[config.mk]
export PLATFORM = sky130hd
export DESIGN_NAME = mae_exception_entry
export DESIGN_NICKNAME = d
export VERILOG_FILES = /design/src/logic/mae_pkg.sv /design/src/logic/mae_exception_entry.sv
export SDC_FILE = /design/constraint.sdc
export NUM_CORES = 1
export LEC_CHECK = 0
export BUFFER_PORTS_ARGS = -buffer_cell sky130_fd_sc_hd__buf_4
export CELL_PAD_IN_SITES_DETAIL_PLACEMENT = 1
export CELL_PAD_IN_SITES_GLOBAL_PLACEMENT = 2
export CORE_MARGIN = 1
export CORE_UTILIZATION = 31
export CTS_CLUSTER_SIZE = 14
export DETAILED_ROUTE_END_ITERATION = 8
export GPL_TIMING_DRIVEN = 0
export MAX_ROUTING_LAYER = met4
export PLACE_DENSITY = 0.86
export SETUP_SLACK_MARGIN = 0.3
export SLEW_MARGIN = 20
export SYNTH_ARGS = -nofsm -noshare
export SYNTH_HDL_FRONTEND = slang
export SYNTH_SLANG_ARGS = --single-unit
[constraint.sdc]
create_clock -name mclk -period 11.3 [get_ports mclk]
set_input_delay 1.695 -clock mclk [delete_from_list [all_inputs] [get_ports mclk]]
set_output_delay 1.695 -clock mclk [all_outputs]
set_load 0.1 [all_outputs]
[src/logic/mae_pkg.sv]
// Constants, field layouts and carrier types of the address exception unit
package mae_pkg;

  // Register byte offsets on the bus
  localparam logic [7:0] OFS_FAULT_ADDR  = 8'h00;
  localparam logic [7:0] OFS_PAGE_HIGH   = 8'h04;
  localparam logic [7:0] OFS_EVENT       = 8'h08;
  localparam logic [7:0] OFS_VEC_BASE    = 8'h0C;
  localparam logic [7:0] OFS_STATUS      = 8'h10;
  localparam logic [7:0] OFS_SAVED_PC    = 8'h14;
  localparam logic [7:0] OFS_SAVED_SW    = 8'h18;
  localparam logic [7:0] OFS_SAVED_GR    = 8'h1C;
  localparam logic [7:0] OFS_INT_STATUS  = 8'h20;
  localparam logic [7:0] OFS_INT_CLEAR   = 8'h24;
  localparam logic [7:0] OFS_INT_ENABLE  = 8'h28;

  // Status word field positions
  localparam int SW_PRIV_POS  = 30;
  localparam int SW_BANK_POS  = 29;
  localparam int SW_BLOCK_POS = 28;
  localparam int SW_FD_POS    = 15;
  localparam int SW_MASK_LSB  = 4;
  localparam int SW_MASK_MSB  = 7;
  localparam logic [31:0] SW_WRITABLE = 32'h7000_80F0;
  localparam logic [31:0] SW_ENTRY_SET = 32'h7000_0000;
  localparam logic [31:0] SW_RESET_VAL = 32'h7000_00F0;

  // Page entry high layout
  localparam int PEH_VPN_LSB  = 10;
  localparam int PEH_ADDRESS_SPACE_ID_MSB = 7;
  localparam logic [31:0] PEH_WRITABLE = 32'hFFFF_FCFF;

  // Reset values
  localparam logic [31:0] VBR_RESET_VAL = 32'h0000_0000;
  localparam logic [31:0] EVT_RESET_VAL = 32'h0000_0000;

  // Exception codes
  localparam logic [11:0] EC_MANUAL_RESET = 12'h020;
  localparam logic [11:0] EC_MULTI_HIT    = 12'h140;
  localparam logic [11:0] EC_MISS_READ    = 12'h040;
  localparam logic [11:0] EC_MISS_WRITE   = 12'h060;
  localparam logic [11:0] EC_INIT_WRITE   = 12'h080;
  localparam logic [11:0] EC_PROT_READ    = 12'h0A0;
  localparam logic [11:0] EC_PROT_WRITE   = 12'h0C0;
  localparam logic [11:0] EC_ADDR_READ    = 12'h0E0;
  localparam logic [11:0] EC_ADDR_WRITE   = 12'h100;

  // Branch targets
  localparam logic [31:0] RESET_VECTOR = 32'hA000_0000;
  localparam logic [31:0] OFS_MISS_VEC = 32'h0000_0400;
  localparam logic [31:0] OFS_GEN_VEC  = 32'h0000_0100;
  localparam logic [31:0] UPPER_HALF   = 32'h8000_0000;

  // Event bit positions in the interrupt status register
  localparam int EV_DMULTI = 0;
  localparam int EV_DMISS  = 1;
  localparam int EV_IMISS  = 2;
  localparam int EV_IWRITE = 3;
  localparam int EV_DPROT  = 4;
  localparam int EV_IPROT  = 5;
  localparam int EV_DADDR  = 6;
  localparam int EV_IADDR  = 7;
  localparam int EV_COUNT  = 8;

  // Data access sizes
  typedef enum logic [1:0] {
    SZ_BYTE = 2'h0,
    SZ_WORD = 2'h1,
    SZ_LONG = 2'h2,
    SZ_QUAD = 2'h3
  } mae_size_e;

  // Data access with its unified translation result
  typedef struct packed {
    logic        valid;
    logic        write;
    mae_size_e   size;
    logic [31:0] addr;
    logic [31:0] pc;
    logic        miss;
    logic        multi;
    logic [1:0]  prot;
    logic        dirty;
  } mae_dacc_s;

  // Instruction fetch with its instruction translation result
  typedef struct packed {
    logic        valid;
    logic [31:0] addr;
    logic        miss;
    logic        prot;
  } mae_ifch_s;

  // All state of the unit
  typedef struct packed {
    logic [31:0]         fault_address_reg;
    logic [31:0]         page_entry_high_reg;
    logic [31:0]         exception_event_reg;
    logic [31:0]         vector_base_reg;
    logic [31:0]         status_word;
    logic [31:0]         saved_program_counter;
    logic [31:0]         saved_status_word;
    logic [31:0]         saved_general_reg;
    logic [EV_COUNT-1:0] int_status;
    logic [EV_COUNT-1:0] int_enable;
    logic                dph_write;
    logic [7:0]          dph_addr;
    logic [31:0]         hrdata;
    logic                redirect;
    logic [31:0]         redirect_pc;
    logic                module_init;
  } mae_state_s;

endpackage

[src/logic/mae_exception_entry.sv]
// Exception entry for translation and address faults, with AHB-Lite registers
//
// Local design decisions: register access over AHB-Lite and the register offsets.
`timescale 1ns/1ps
// Overview of operation
// RULE1 - Data multi-hit records code 140 and branches to the reset vector.
// RULE2 - Multi-hit clears vector base, sets priv/bank/block, clears FD, mask ones.
// RULE3 - Multi-hit also pulses module initialisation like a manual reset.
// RULE4 - Every fault latches address and page number; address space id kept.
// RULE5 - Data miss records 040 read or 060 write, branches base plus 400.
// RULE6 - Non-reset faults save pc, status and register fifteen.
// RULE7 - Non-reset faults set priv, bank, block bits; vector base unchanged.
// RULE8 - Fetch miss records 040 and branches to base plus 400.
// RULE9 - Store to clean page records 080, branches base plus 100.
// RULE10 - Data accesses checked against two-bit protection field table.
// RULE11 - Data protection violation records 0A0 read or 0C0 write, base plus 100.
// RULE12 - Fetch protection: privileged always, user only when field is one.
// RULE13 - Fetch protection violation records 0A0, branches base plus 100.
// RULE14 - Misaligned word, longword or quadword data access is address error.
// RULE15 - User data access in upper half of space is address error.
// RULE16 - Data address error records 0E0 read or 100 write, base plus 100.
// RULE17 - Odd or user upper-half fetch records 0E0, base plus 100.
// RULE18 - Any fault with block bit set does manual-reset style entry instead.
// RULE19 - Event code zero-extended; all captures in the redirect cycle.
module mae_exception_entry
  import mae_pkg::*;
(
  input  wire logic        mclk,
  input  wire logic        reset,
  input  wire logic        ce,
  // AHB-Lite slave
  input  wire logic        hsel,
  input  wire logic [31:0] haddr,
  input  wire logic [1:0]  htrans,
  input  wire logic        hwrite,
  input  wire logic [2:0]  hsize,
  input  wire logic [31:0] hwdata,
  input  wire logic        hready,
  output logic             hreadyout,
  output logic             hresp,
  output logic [31:0]      hrdata,
  // Pipeline and translation buffers
  input  wire mae_dacc_s   dacc,
  input  wire mae_ifch_s   ifch,
  input  wire logic [31:0] general_register_fifteen,
  // Redirect and core state
  output logic             redirect,
  output logic [31:0]      redirect_pc,
  output logic             module_init,
  output logic [31:0]      status_word,
  output logic [31:0]      vector_base_reg,
  output logic             irq
);

  mae_state_s st_r;
  mae_state_s st_nxt;

  // Fault decode signals
  logic              user_mode;
  logic              d_addr_err;
  logic              d_prot_err;
  logic              i_addr_err;
  logic              i_prot_err;
  logic [EV_COUNT-1:0] ev;
  logic              fault;
  logic              reset_like;
  logic [11:0]       code;
  logic [31:0]       fault_addr;
  logic [31:0]       fault_pc;
  logic [31:0]       vec_ofs;
  logic [31:0]       rd_val;

  // Protection and alignment checks of both streams
  always_comb begin
    user_mode = ~st_r.status_word[SW_PRIV_POS];
    d_addr_err = 1'b0;
    unique case (dacc.size)
      SZ_WORD: d_addr_err = dacc.addr[0];                 // RULE14
      SZ_LONG: d_addr_err = |dacc.addr[1:0];              // RULE14
      SZ_QUAD: d_addr_err = |dacc.addr[2:0];              // RULE14
      default: d_addr_err = 1'b0;
    endcase
    if (user_mode && dacc.addr >= UPPER_HALF) begin
      d_addr_err = 1'b1;                                  // RULE15
    end
    // Upper bit grants user access, lower bit grants writes
    d_prot_err = (user_mode && !dacc.prot[1]) ||
                 (dacc.write && !dacc.prot[0]);           // RULE10
    i_addr_err = ifch.addr[0] ||
                 (user_mode && ifch.addr >= UPPER_HALF);  // RULE17
    i_prot_err = user_mode && !ifch.prot;                 // RULE12
  end

  // Events; alignment checks mask lookup results since the lookup is moot
  always_comb begin
    ev = '0;
    if (dacc.valid) begin
      ev[EV_DADDR]  = d_addr_err;
      ev[EV_DMULTI] = !d_addr_err && dacc.multi;
      ev[EV_DMISS]  = !d_addr_err && !dacc.multi && dacc.miss;
      ev[EV_DPROT]  = !d_addr_err && !dacc.multi && !dacc.miss &&
                      d_prot_err;
      ev[EV_IWRITE] = !d_addr_err && !dacc.multi && !dacc.miss &&
                      !d_prot_err && dacc.write && !dacc.dirty; // RULE9
    end
    if (ifch.valid) begin
      ev[EV_IADDR] = i_addr_err;
      ev[EV_IMISS] = !i_addr_err && ifch.miss;
      ev[EV_IPROT] = !i_addr_err && !ifch.miss && i_prot_err;
    end
  end

  // Pick one fault; the data access is older, so it goes first
  always_comb begin
    fault      = 1'b1;
    reset_like = 1'b0;
    fault_addr = dacc.addr;
    fault_pc   = dacc.pc;
    vec_ofs    = OFS_GEN_VEC;
    code       = EC_MANUAL_RESET;
    if (ev[EV_DADDR]) begin
      code = dacc.write ? EC_ADDR_WRITE : EC_ADDR_READ;   // RULE16
    end else if (ev[EV_DMULTI]) begin
      code       = EC_MULTI_HIT;                          // RULE1
      reset_like = 1'b1;
    end else if (ev[EV_DMISS]) begin
      code    = dacc.write ? EC_MISS_WRITE : EC_MISS_READ; // RULE5
      vec_ofs = OFS_MISS_VEC;                             // RULE5
    end else if (ev[EV_DPROT]) begin
      code = dacc.write ? EC_PROT_WRITE : EC_PROT_READ;   // RULE11
    end else if (ev[EV_IWRITE]) begin
      code = EC_INIT_WRITE;                               // RULE9
    end else begin
      fault_addr = ifch.addr;
      fault_pc   = ifch.addr;
      if (ev[EV_IADDR]) begin
        code = EC_ADDR_READ;                              // RULE17
      end else if (ev[EV_IMISS]) begin
        code    = EC_MISS_READ;                           // RULE8
        vec_ofs = OFS_MISS_VEC;                           // RULE8
      end else if (ev[EV_IPROT]) begin
        code = EC_PROT_READ;                              // RULE13
      end else begin
        fault = 1'b0;
      end
    end
    // A fault while blocked cannot nest, so the core restarts instead
    if (fault && st_r.status_word[SW_BLOCK_POS] && !reset_like) begin
      reset_like = 1'b1;                                  // RULE18
      code       = EC_MANUAL_RESET;                       // RULE18
    end
  end

  // Next state: bus write, fault entry, interrupt flags, bus capture
  always_comb begin
    st_nxt = st_r;
    rd_val = 32'h0000_0000;
    st_nxt.redirect    = 1'b0;
    st_nxt.module_init = 1'b0;
    if (ce) begin
      // Data phase of a write commits here
      if (st_r.dph_write) begin
        unique case (st_r.dph_addr)
          OFS_PAGE_HIGH:
            st_nxt.page_entry_high_reg = hwdata & PEH_WRITABLE;
          OFS_VEC_BASE:
            st_nxt.vector_base_reg = hwdata;
          OFS_STATUS:
            st_nxt.status_word = hwdata & SW_WRITABLE;
          OFS_INT_CLEAR:
            st_nxt.int_status = st_r.int_status & ~hwdata[EV_COUNT-1:0];
          OFS_INT_ENABLE:
            st_nxt.int_enable = hwdata[EV_COUNT-1:0];
          default: ;
        endcase
      end
      // Fault entry wins over a register write in the same cycle, except a vector base write during a non-reset fault
      if (fault) begin
        st_nxt.fault_address_reg = fault_addr;            // RULE4
        st_nxt.page_entry_high_reg[31:PEH_VPN_LSB] =
          fault_addr[31:PEH_VPN_LSB];                     // RULE4
        st_nxt.exception_event_reg = {20'h00000, code};   // RULE19
        st_nxt.redirect = 1'b1;                           // RULE19
        if (reset_like) begin
          st_nxt.vector_base_reg = VBR_RESET_VAL;         // RULE2
          st_nxt.status_word     = SW_RESET_VAL;          // RULE2
          st_nxt.redirect_pc     = RESET_VECTOR;          // RULE1
          st_nxt.module_init     = 1'b1;                  // RULE3
        end else begin
          st_nxt.saved_program_counter = fault_pc;        // RULE6
          st_nxt.saved_status_word     = st_r.status_word; // RULE6
          st_nxt.saved_general_reg = general_register_fifteen; // RULE6
          st_nxt.status_word = st_r.status_word | SW_ENTRY_SET; // RULE7
          st_nxt.redirect_pc = st_nxt.vector_base_reg + vec_ofs;
        end
      end
      // Sticky events; a new event beats a clear in the same cycle
      for (int i = 0; i < EV_COUNT; i++) begin
        if (ev[i]) begin
          st_nxt.int_status[i] = 1'b1;
        end
      end
      // Address phase; read data taken from the updated state
      st_nxt.dph_write = 1'b0;
      if (hsel && hready && htrans[1]) begin
        st_nxt.dph_write = hwrite;
        st_nxt.dph_addr  = {haddr[7:2], 2'b00};
        if (haddr[31:8] == 24'h000000) begin
          unique case ({haddr[7:2], 2'b00})
            OFS_FAULT_ADDR: rd_val = st_nxt.fault_address_reg;
            OFS_PAGE_HIGH:  rd_val = st_nxt.page_entry_high_reg;
            OFS_EVENT:      rd_val = st_nxt.exception_event_reg;
            OFS_VEC_BASE:   rd_val = st_nxt.vector_base_reg;
            OFS_STATUS:     rd_val = st_nxt.status_word;
            OFS_SAVED_PC:   rd_val = st_nxt.saved_program_counter;
            OFS_SAVED_SW:   rd_val = st_nxt.saved_status_word;
            OFS_SAVED_GR:   rd_val = st_nxt.saved_general_reg;
            OFS_INT_STATUS: rd_val = {24'h000000, st_nxt.int_status};
            OFS_INT_ENABLE: rd_val = {24'h000000, st_nxt.int_enable};
            default:        rd_val = 32'h0000_0000;
          endcase
        end else begin
          st_nxt.dph_addr = 8'hFC;                        // Unmapped, ignored
        end
        st_nxt.hrdata = hwrite ? 32'h0000_0000 : rd_val;
      end
    end
  end

  // Single register stage for the whole unit
  always_ff @(posedge mclk or posedge reset) begin
    if (reset) begin
      st_r                     <= '0;
      st_r.status_word         <= SW_RESET_VAL;
      st_r.vector_base_reg     <= VBR_RESET_VAL;
      st_r.exception_event_reg <= EVT_RESET_VAL;
    end else begin
      st_r <= st_nxt;
    end
  end

  // Outputs; bus stalls while the clock enable freezes the state
  assign hreadyout       = ce;
  assign hresp           = 1'b0;
  assign hrdata          = st_r.hrdata;
  assign redirect        = st_r.redirect;
  assign redirect_pc     = st_r.redirect_pc;
  assign module_init     = st_r.module_init;
  assign status_word     = st_r.status_word;
  assign vector_base_reg = st_r.vector_base_reg;
  assign irq = |(st_r.int_status & st_r.int_enable);

endmodule

== Word-level counts from Yosys, hierarchy flattened ==
Cells that the tools add are included.
Word-level totals
  bits in registers: 347
  memories kept: 0
  memory bits (read-only): 0
  latch bits: 0
  output and inout port bits: 133
  RAM bits: 0
  input bits: 215
  logic and storage cells: 159
Operators by class
  div/mod/pow operators: 0
  shifts and indexed selects: 0
  bitwise gates (word level): 4
  $mul: 0
  mux-type cells: 79
  reductions and logical operators: 40
  magnitude comparators: 2
  equality and inequality tests: 17
  add/sub/neg operators: 1
Operators with widths (number)
  32-bit 2-to-1 mux: 19
  32-bit one-hot mux with 10 select lines: 1
  192-bit 2-to-1 mux: 1
  64-bit 2-to-1 mux: 2
  96-bit 2-to-1 mux: 1
  11-bit 2-to-1 mux: 7
  8-bit 2-to-1 mux: 9
  34-bit 2-to-1 mux: 2
  32-bit >= comparator (second input constant): 2
  54-bit 2-to-1 mux: 1
  41-bit 2-to-1 mux: 1
  32-bit adder: 1
  9-bit 2-to-1 mux: 3
  1-bit 2-to-1 mux: 25
  6-bit by 3-bit equality test with 1-bit output (second input constant): 4
  24-bit logical NOT: 1
  1-bit logical AND: 20
  8-bit bitwise AND: 2
  8-bit by 6-bit equality test with 1-bit output (second input constant): 2
  16-bit 2-to-1 mux: 1
  6-bit by 2-bit equality test with 1-bit output (second input constant): 2
  6-bit by 4-bit equality test with 1-bit output (second input constant): 2
  12-bit 2-to-1 mux: 1
  1-bit logical NOT: 11
  18 further kinds: 22

== Logic depth before layout (Yosys ltp) ==
  depth after elaboration: 24
  depth in mapped cells: 16

== Worst setup path before layout ==
OpenSTA, ideal clock, no wires.
  path type: input to register
  start point: input dacc[70] in the netlist's numbering
  end point: register st_r (netlist bit redirect_pc[21])
  data required time: 11.205 ns
  buffers on the path: 1
  path slack: 6.841 ns
  stages: 14
  arrival time: 4.364 ns
  path through: a21o_1 -> a211oi_4 -> nand2b_1 -> o21ai_0 -> a21oi_1 -> inv_1 -> ha_1 -> and3_1 -> a211oi_1 -> or3_1 -> buf_6 -> o21a_1 -> nor3_1 -> o31ai_1
On the way
  longest elaborated chain between the ends: 19
  elaborated cells between the ends (all ways): 36
  classes of those cells: add/sub: 1; eq/ne: 3; mux: 19; reduce/logical: 13
RTL lines
  from (decl): line mae_exception_entry.sv:43  | input wire mae_dacc_s dacc,
  2-bit equality test or 2-bit by 1-bit equality test with 1-bit output (tied branches): line mae_exception_entry.sv:77  | unique case (dacc.size)
  1-bit one-hot mux with 3 select lines *: line mae_exception_entry.sv:77
  1-bit 2-to-1 mux *: line mae_exception_entry.sv:83  | if (user_mode && dacc.addr >= UPPER_HALF) begin
  parallel branches: the longest is 16 deep, another holds 11-bit 2-to-1 mux
  to (signal assigned): line mae_exception_entry.sv:238  | st_r <= st_nxt;
  to (decl): line mae_exception_entry.sv:55  | mae_state_s st_r;
Every way passes the cells marked *.
A chain may end at the register's enable or synchronous reset.

== Final worst setup path ==
  start point: input ifch[2] in the netlist's numbering
  end point: register st_r[153] in the netlist's numbering
On the way
  longest elaborated chain between the ends: 20
  elaborated cells between the ends (all ways): 23
  classes of those cells: order compare: 1; mux: 14; reduce/logical: 8
RTL lines
  from (decl): line mae_exception_entry.sv:44  | input wire mae_ifch_s ifch,
  32-bit >= comparator: line mae_exception_entry.sv:90  | (user_mode && ifch.addr >= UPPER_HALF);
  1-bit logical AND: line mae_exception_entry.sv:90
  1-bit logical OR *: line mae_exception_entry.sv:89  | i_addr_err = ifch.addr[0] ||
  1-bit logical NOT: line mae_exception_entry.sv:108, mae_exception_entry.sv:109
  1-bit logical AND (2 in series): line mae_exception_entry.sv:109  | ev[EV_IPROT] = !i_addr_err && !ifch.miss && i_prot_err;
  1-bit 2-to-1 mux: line mae_exception_entry.sv:106  | if (ifch.valid) begin
  1-bit 2-to-1 mux: line mae_exception_entry.sv:141  | end else if (ev[EV_IPROT]) begin
  1-bit 2-to-1 mux: line mae_exception_entry.sv:138  | end else if (ev[EV_IMISS]) begin
  (+2 left out)
  1-bit 2-to-1 mux *: line mae_exception_entry.sv:129  | end else if (ev[EV_DPROT]) begin
  1-bit 2-to-1 mux *: line mae_exception_entry.sv:126  | end else if (ev[EV_DMISS]) begin
  1-bit 2-to-1 mux *: line mae_exception_entry.sv:123  | end else if (ev[EV_DMULTI]) begin
  1-bit 2-to-1 mux *: line mae_exception_entry.sv:121  | if (ev[EV_DADDR]) begin
  1-bit logical AND (2 in series): line mae_exception_entry.sv:148  | if (fault && st_r.status_word[SW_BLOCK_POS] && !reset_like) begin
  1-bit 2-to-1 mux: line mae_exception_entry.sv:148
  96-bit 2-to-1 mux: line mae_exception_entry.sv:184  | if (reset_like) begin
  192-bit 2-to-1 mux *: line mae_exception_entry.sv:178  | if (fault) begin
Mark *: on every way between the ends. The rest lies on a longest branch, timed or not.

==> impl_table.tex <==
\begin{tabular}{lr}
\hline
Metric & Value \\
\hline
\multicolumn{2}{l}{\textbf{Hold path}} \\
Class of the tightest hold or removal check & reg -> reg \\
\multicolumn{2}{l}{\textbf{Floorplan}} \\
Placeable Area & 0.0616 mm² \\
Standard-cell row count & 91 \\
Initial core utilization & 31.4\% \\
Number of top-level design ports & 348 \\
Height of the die & 252 µm \\
Chip width & 252 µm \\
Die ar. & 0.0633 mm² \\
\multicolumn{2}{l}{\textbf{Timing}} \\
Final setup slack of the worst path & 6.17 ns \\
Post-route fraction of the period consumed by the critical path & 45.4\% \\
Highest clock frequency the design can meet & 0.195 GHz \\
Number of hold-slack violations in the final timing report & 0 \\
Worst rel slew slack & 19.9\% \\
Final Max Tran Viols & 0 \\
Number of failing setup endpoints in the final timing report & 0 \\
Unrepaired setup endpoints after global routing & false \\
Actual slew at the worst max-slew pin & 1.20 ns \\
Final critical-path required period & 5.13 ns \\
Layout Skew & 0.0392 ns \\
Aggregate negative setup slack & 0 ns \\
\multicolumn{2}{l}{\textbf{GRT}} \\
Initial antenna violation count & 3 \\
Via count of the first global-routing pass & 19800 \\
Grt total ovfl & 0 \\
Total Routing Usage GR & 32.3\% \\
Pin count of the biggest net entering global routing & 34 \\
Global-route wire length before repair & 144000 µm \\
\multicolumn{2}{l}{\textbf{Routing}} \\
Antenna Nets Post-Route & 0 \\
Final Routed Wirelength & 100000 µm \\
Number of vias in the routed layout & 19400 \\
Wire per inst & 29.8 µm \\
1st-pass router iterations & 6 \\
First DRT Iteration DRCs & 2283 \\
Via count normalized by instance count & 5.76 \\
Post-detailed-route DRC marker count & 0 \\
\multicolumn{2}{l}{\textbf{Pwr}} \\
Worst voltage drop across the vdd grid & 0.0928 mV \\
Leakage power of the design & 11.1 nW \\
Power density over the cells & 131 mW/mm² \\
\multicolumn{2}{l}{\textbf{Finish}} \\
Fraction of final layout cells sized beyond drive strength 1 & 26.2\% \\
Number of flip-flops under the largest register name & 215 \\
FILL cells & 7142 \\
Final net count & 2718 \\
Register with the most flip-flops & st\_r \\
Synthesis-to-finish area growth & 27.1\% \\
\multicolumn{2}{l}{\textbf{Synthesis}} \\
Most numerous cell types in the synthesized netlist & sky130\_fd\_sc\_hd\_\_nand2\_1, sky130\_fd\_sc\_hd\_\_dfrtp\_1, sky130\_fd\_sc\_hd\_\_buf\_4 \\
Netlist Area Pre-Place & 0.0193 mm² \\
Post-synthesis instance total & 2113 \\
Distinct cell type count after synthesis & 83 \\
Largest area contributor in the synthesized netlist & sky130\_fd\_sc\_hd\_\_dfrtp\_1 \\
Top cells by area in the synthesized netlist & sky130\_fd\_sc\_hd\_\_dfrtp\_1, sky130\_fd\_sc\_hd\_\_nand2\_1, sky130\_fd\_sc\_hd\_\_mux2i\_1, sky130\_fd\_sc\_hd\_\_buf\_4, sky130\_fd\_sc\_hd\_\_o21ai\_0 \\
Syn. warnings & 0 \\
Number of storage elements in the synthesis netlist & 345 \\
Leading cell type by number of instances after synthesis & sky130\_fd\_sc\_hd\_\_nand2\_1 \\
Area share of the largest cell type after synthesis & 43.8\% \\
Sequential cell area fraction in the yosys report & 44.7\% \\
Net Count, Synth & 2331 \\
Number of enable-type register cells in the synthesized netlist & 0 \\
Syn Area/Cell & 9.14 µm² \\
Top flip-flop cell by instance count after synthesis & sky130\_fd\_sc\_hd\_\_dfrtp\_1 \\
Proportion of register bits with asynchronous set or reset after synthesis & 100\% \\
\multicolumn{2}{l}{\textbf{Worst setup path}} \\
Arr. time, crit path & 5.55 ns \\
Worst Setup End Kind & flop \\
Crit Path Max Fanout & 10 \\
Required arrival time at the worst endpoint & 11.73 ns \\
Setup slack, reg-to-reg & 6.28 ns \\
Worst Path Class, Setup & in -> reg \\
Crit path launch type & input port \\
\multicolumn{2}{l}{\textbf{Placement}} \\
Final HPWL DP & 78200 µm \\
Gpl congestion & 0.965 \\
Placement-stage worst setup slack & 5.80 ns \\
I/O Buffers & 331 \\
\multicolumn{2}{l}{\textbf{Clock network}} \\
Maximum clock path buffer count & 3 \\
Clock sinks & 345 \\
Count of cells resized by post-cts repair & 0 \\
Post-CTS repair timing setup buffer count & 0 \\
Clk pin slew, worst setup/hold paths & 0.07 ns \\
Quantity of hold-fixing buffers added after cts & 0 \\
Clock latency of the later-clocked register in the worst-skew pair & 0.60 ns \\
Number of buffers created by CTS & 41 \\
H-tree levels & 2 \\
CTS tree & done \\
Master cell of the clock root buffer & sky130\_fd\_sc\_hd\_\_clkbuf\_16 \\
\multicolumn{2}{l}{\textbf{Outcome}} \\
Status & finished clean \\
\multicolumn{2}{l}{\textbf{Run}} \\
Max-cap viol count & 0 \\
\hline
\end{tabular}
[cell usage in the layout, fill, tap and decap left out, types with 48 or more instances in the layout]
| cell type | netlist | final |
|---|---|---|
| sky130_fd_sc_hd__buf_4 | 132 | 463 |
| sky130_fd_sc_hd__a21oi_1 | 84 | 84 |
| sky130_fd_sc_hd__mux2_2 | 48 | 48 |
| sky130_fd_sc_hd__and2_1 | 63 | 63 |
| sky130_fd_sc_hd__nand2_1 | 441 | 441 |
| sky130_fd_sc_hd__mux2i_1 | 107 | 107 |
| sky130_fd_sc_hd__o21ai_0 | 129 | 129 |
| sky130_fd_sc_hd__nor2_1 | 88 | 88 |
| sky130_fd_sc_hd__dfrtp_1 | 338 | 338 |
| sky130_fd_sc_hd__clkbuf_1 | 96 | 104 |
[cells by family (layout without fill, tap and decap cells)]
group	Yosys count	count (layout)	synth area share (%)
AOI/OAI and AO/OA	545	545	19.6
adders and majority gates	3	3	0.194
and+or+nand+nor	745	745	17.4
DFF	345	345	44.7
xor gates and xnor gates	20	20	0.907
buffers and inverters	297	716	8.67
muxes	157	157	8.47
other	1	3	0.0194
[power by group]
group / internal [mW] / total (mW) / switching [mW]
sequential: 1.32 / 1.37 / 0.0511
clock: 0.821 / 1.41 / 0.592
combinational: 0.149 / 0.431 / 0.282
[worst paths after layout]
kind	to	depth (start not counted)	start
worst max-delay path	st_r[153]	10	ifch[2]
worst min-delay path	st_r[96]	2	st_r[96]
worst max register to register	redirect_pc[21]	14	st_r[70]
worst min register to register	st_r[96]	2	st_r[96]
max in group asynchronous	status_word[21]	8	reset
min in group asynchronous	st_r[70]	2	reset
[worst max-delay path, cell delays in order]
cell and delay [ns]:
sky130_fd_sc_hd__clkbuf_1 0.24, sky130_fd_sc_hd__o21a_1 0.29, sky130_fd_sc_hd__a21oi_1 0.56, sky130_fd_sc_hd__a41oi_1 0.40, sky130_fd_sc_hd__nand2_1 0.23, sky130_fd_sc_hd__inv_1 0.11, sky130_fd_sc_hd__nand2_1 0.13, sky130_fd_sc_hd__clkbuf_1 0.79
sky130_fd_sc_hd__clkbuf_1 0.86, sky130_fd_sc_hd__o21ai_0 0.22
[through the flow]
step	utilization [%]	hold WS, ns	std cells	power, mW	area [µm²]
after floorplan	-	0.438	2113	1.58	19300
after global placement	37.1	0.453	3281	1.78	22800
after detailed placement	37.6	0.459	3294	1.81	23100
after CTS	39.9	0.475	3369	3.21	24500
after global routing	39.9	0.491	3371	3.30	24600
final	39.9	0.470	3371	3.21	24600
[layout make-up]
type                       instances  area (µm²)  area share (%)
sequential                       345        8640            35.2
timing repair buffer             344        2780            11.3
clock buffer                      60        1220            4.96
inverter                          20        78.8           0.321
multi-input combinational       1471        9010            36.7
antenna                            2        5.00          0.0204
tap                              837        1050            4.26
clock inverter                    15         181           0.739
buffer                           277        1600            6.51
[per-layer routing]
metal / up-vias / GRT usage, % / share of wire, %
li1: 8232 / - / -
met1: 9943 / 42.6 / 42
met2: 1042 / 49.1 / 45
met3: 212 / 6.11 / 8.4
met4: 0 / 12.3 / 3.9
met5: - / - / 0
Power figures use the tool's default switching activity.
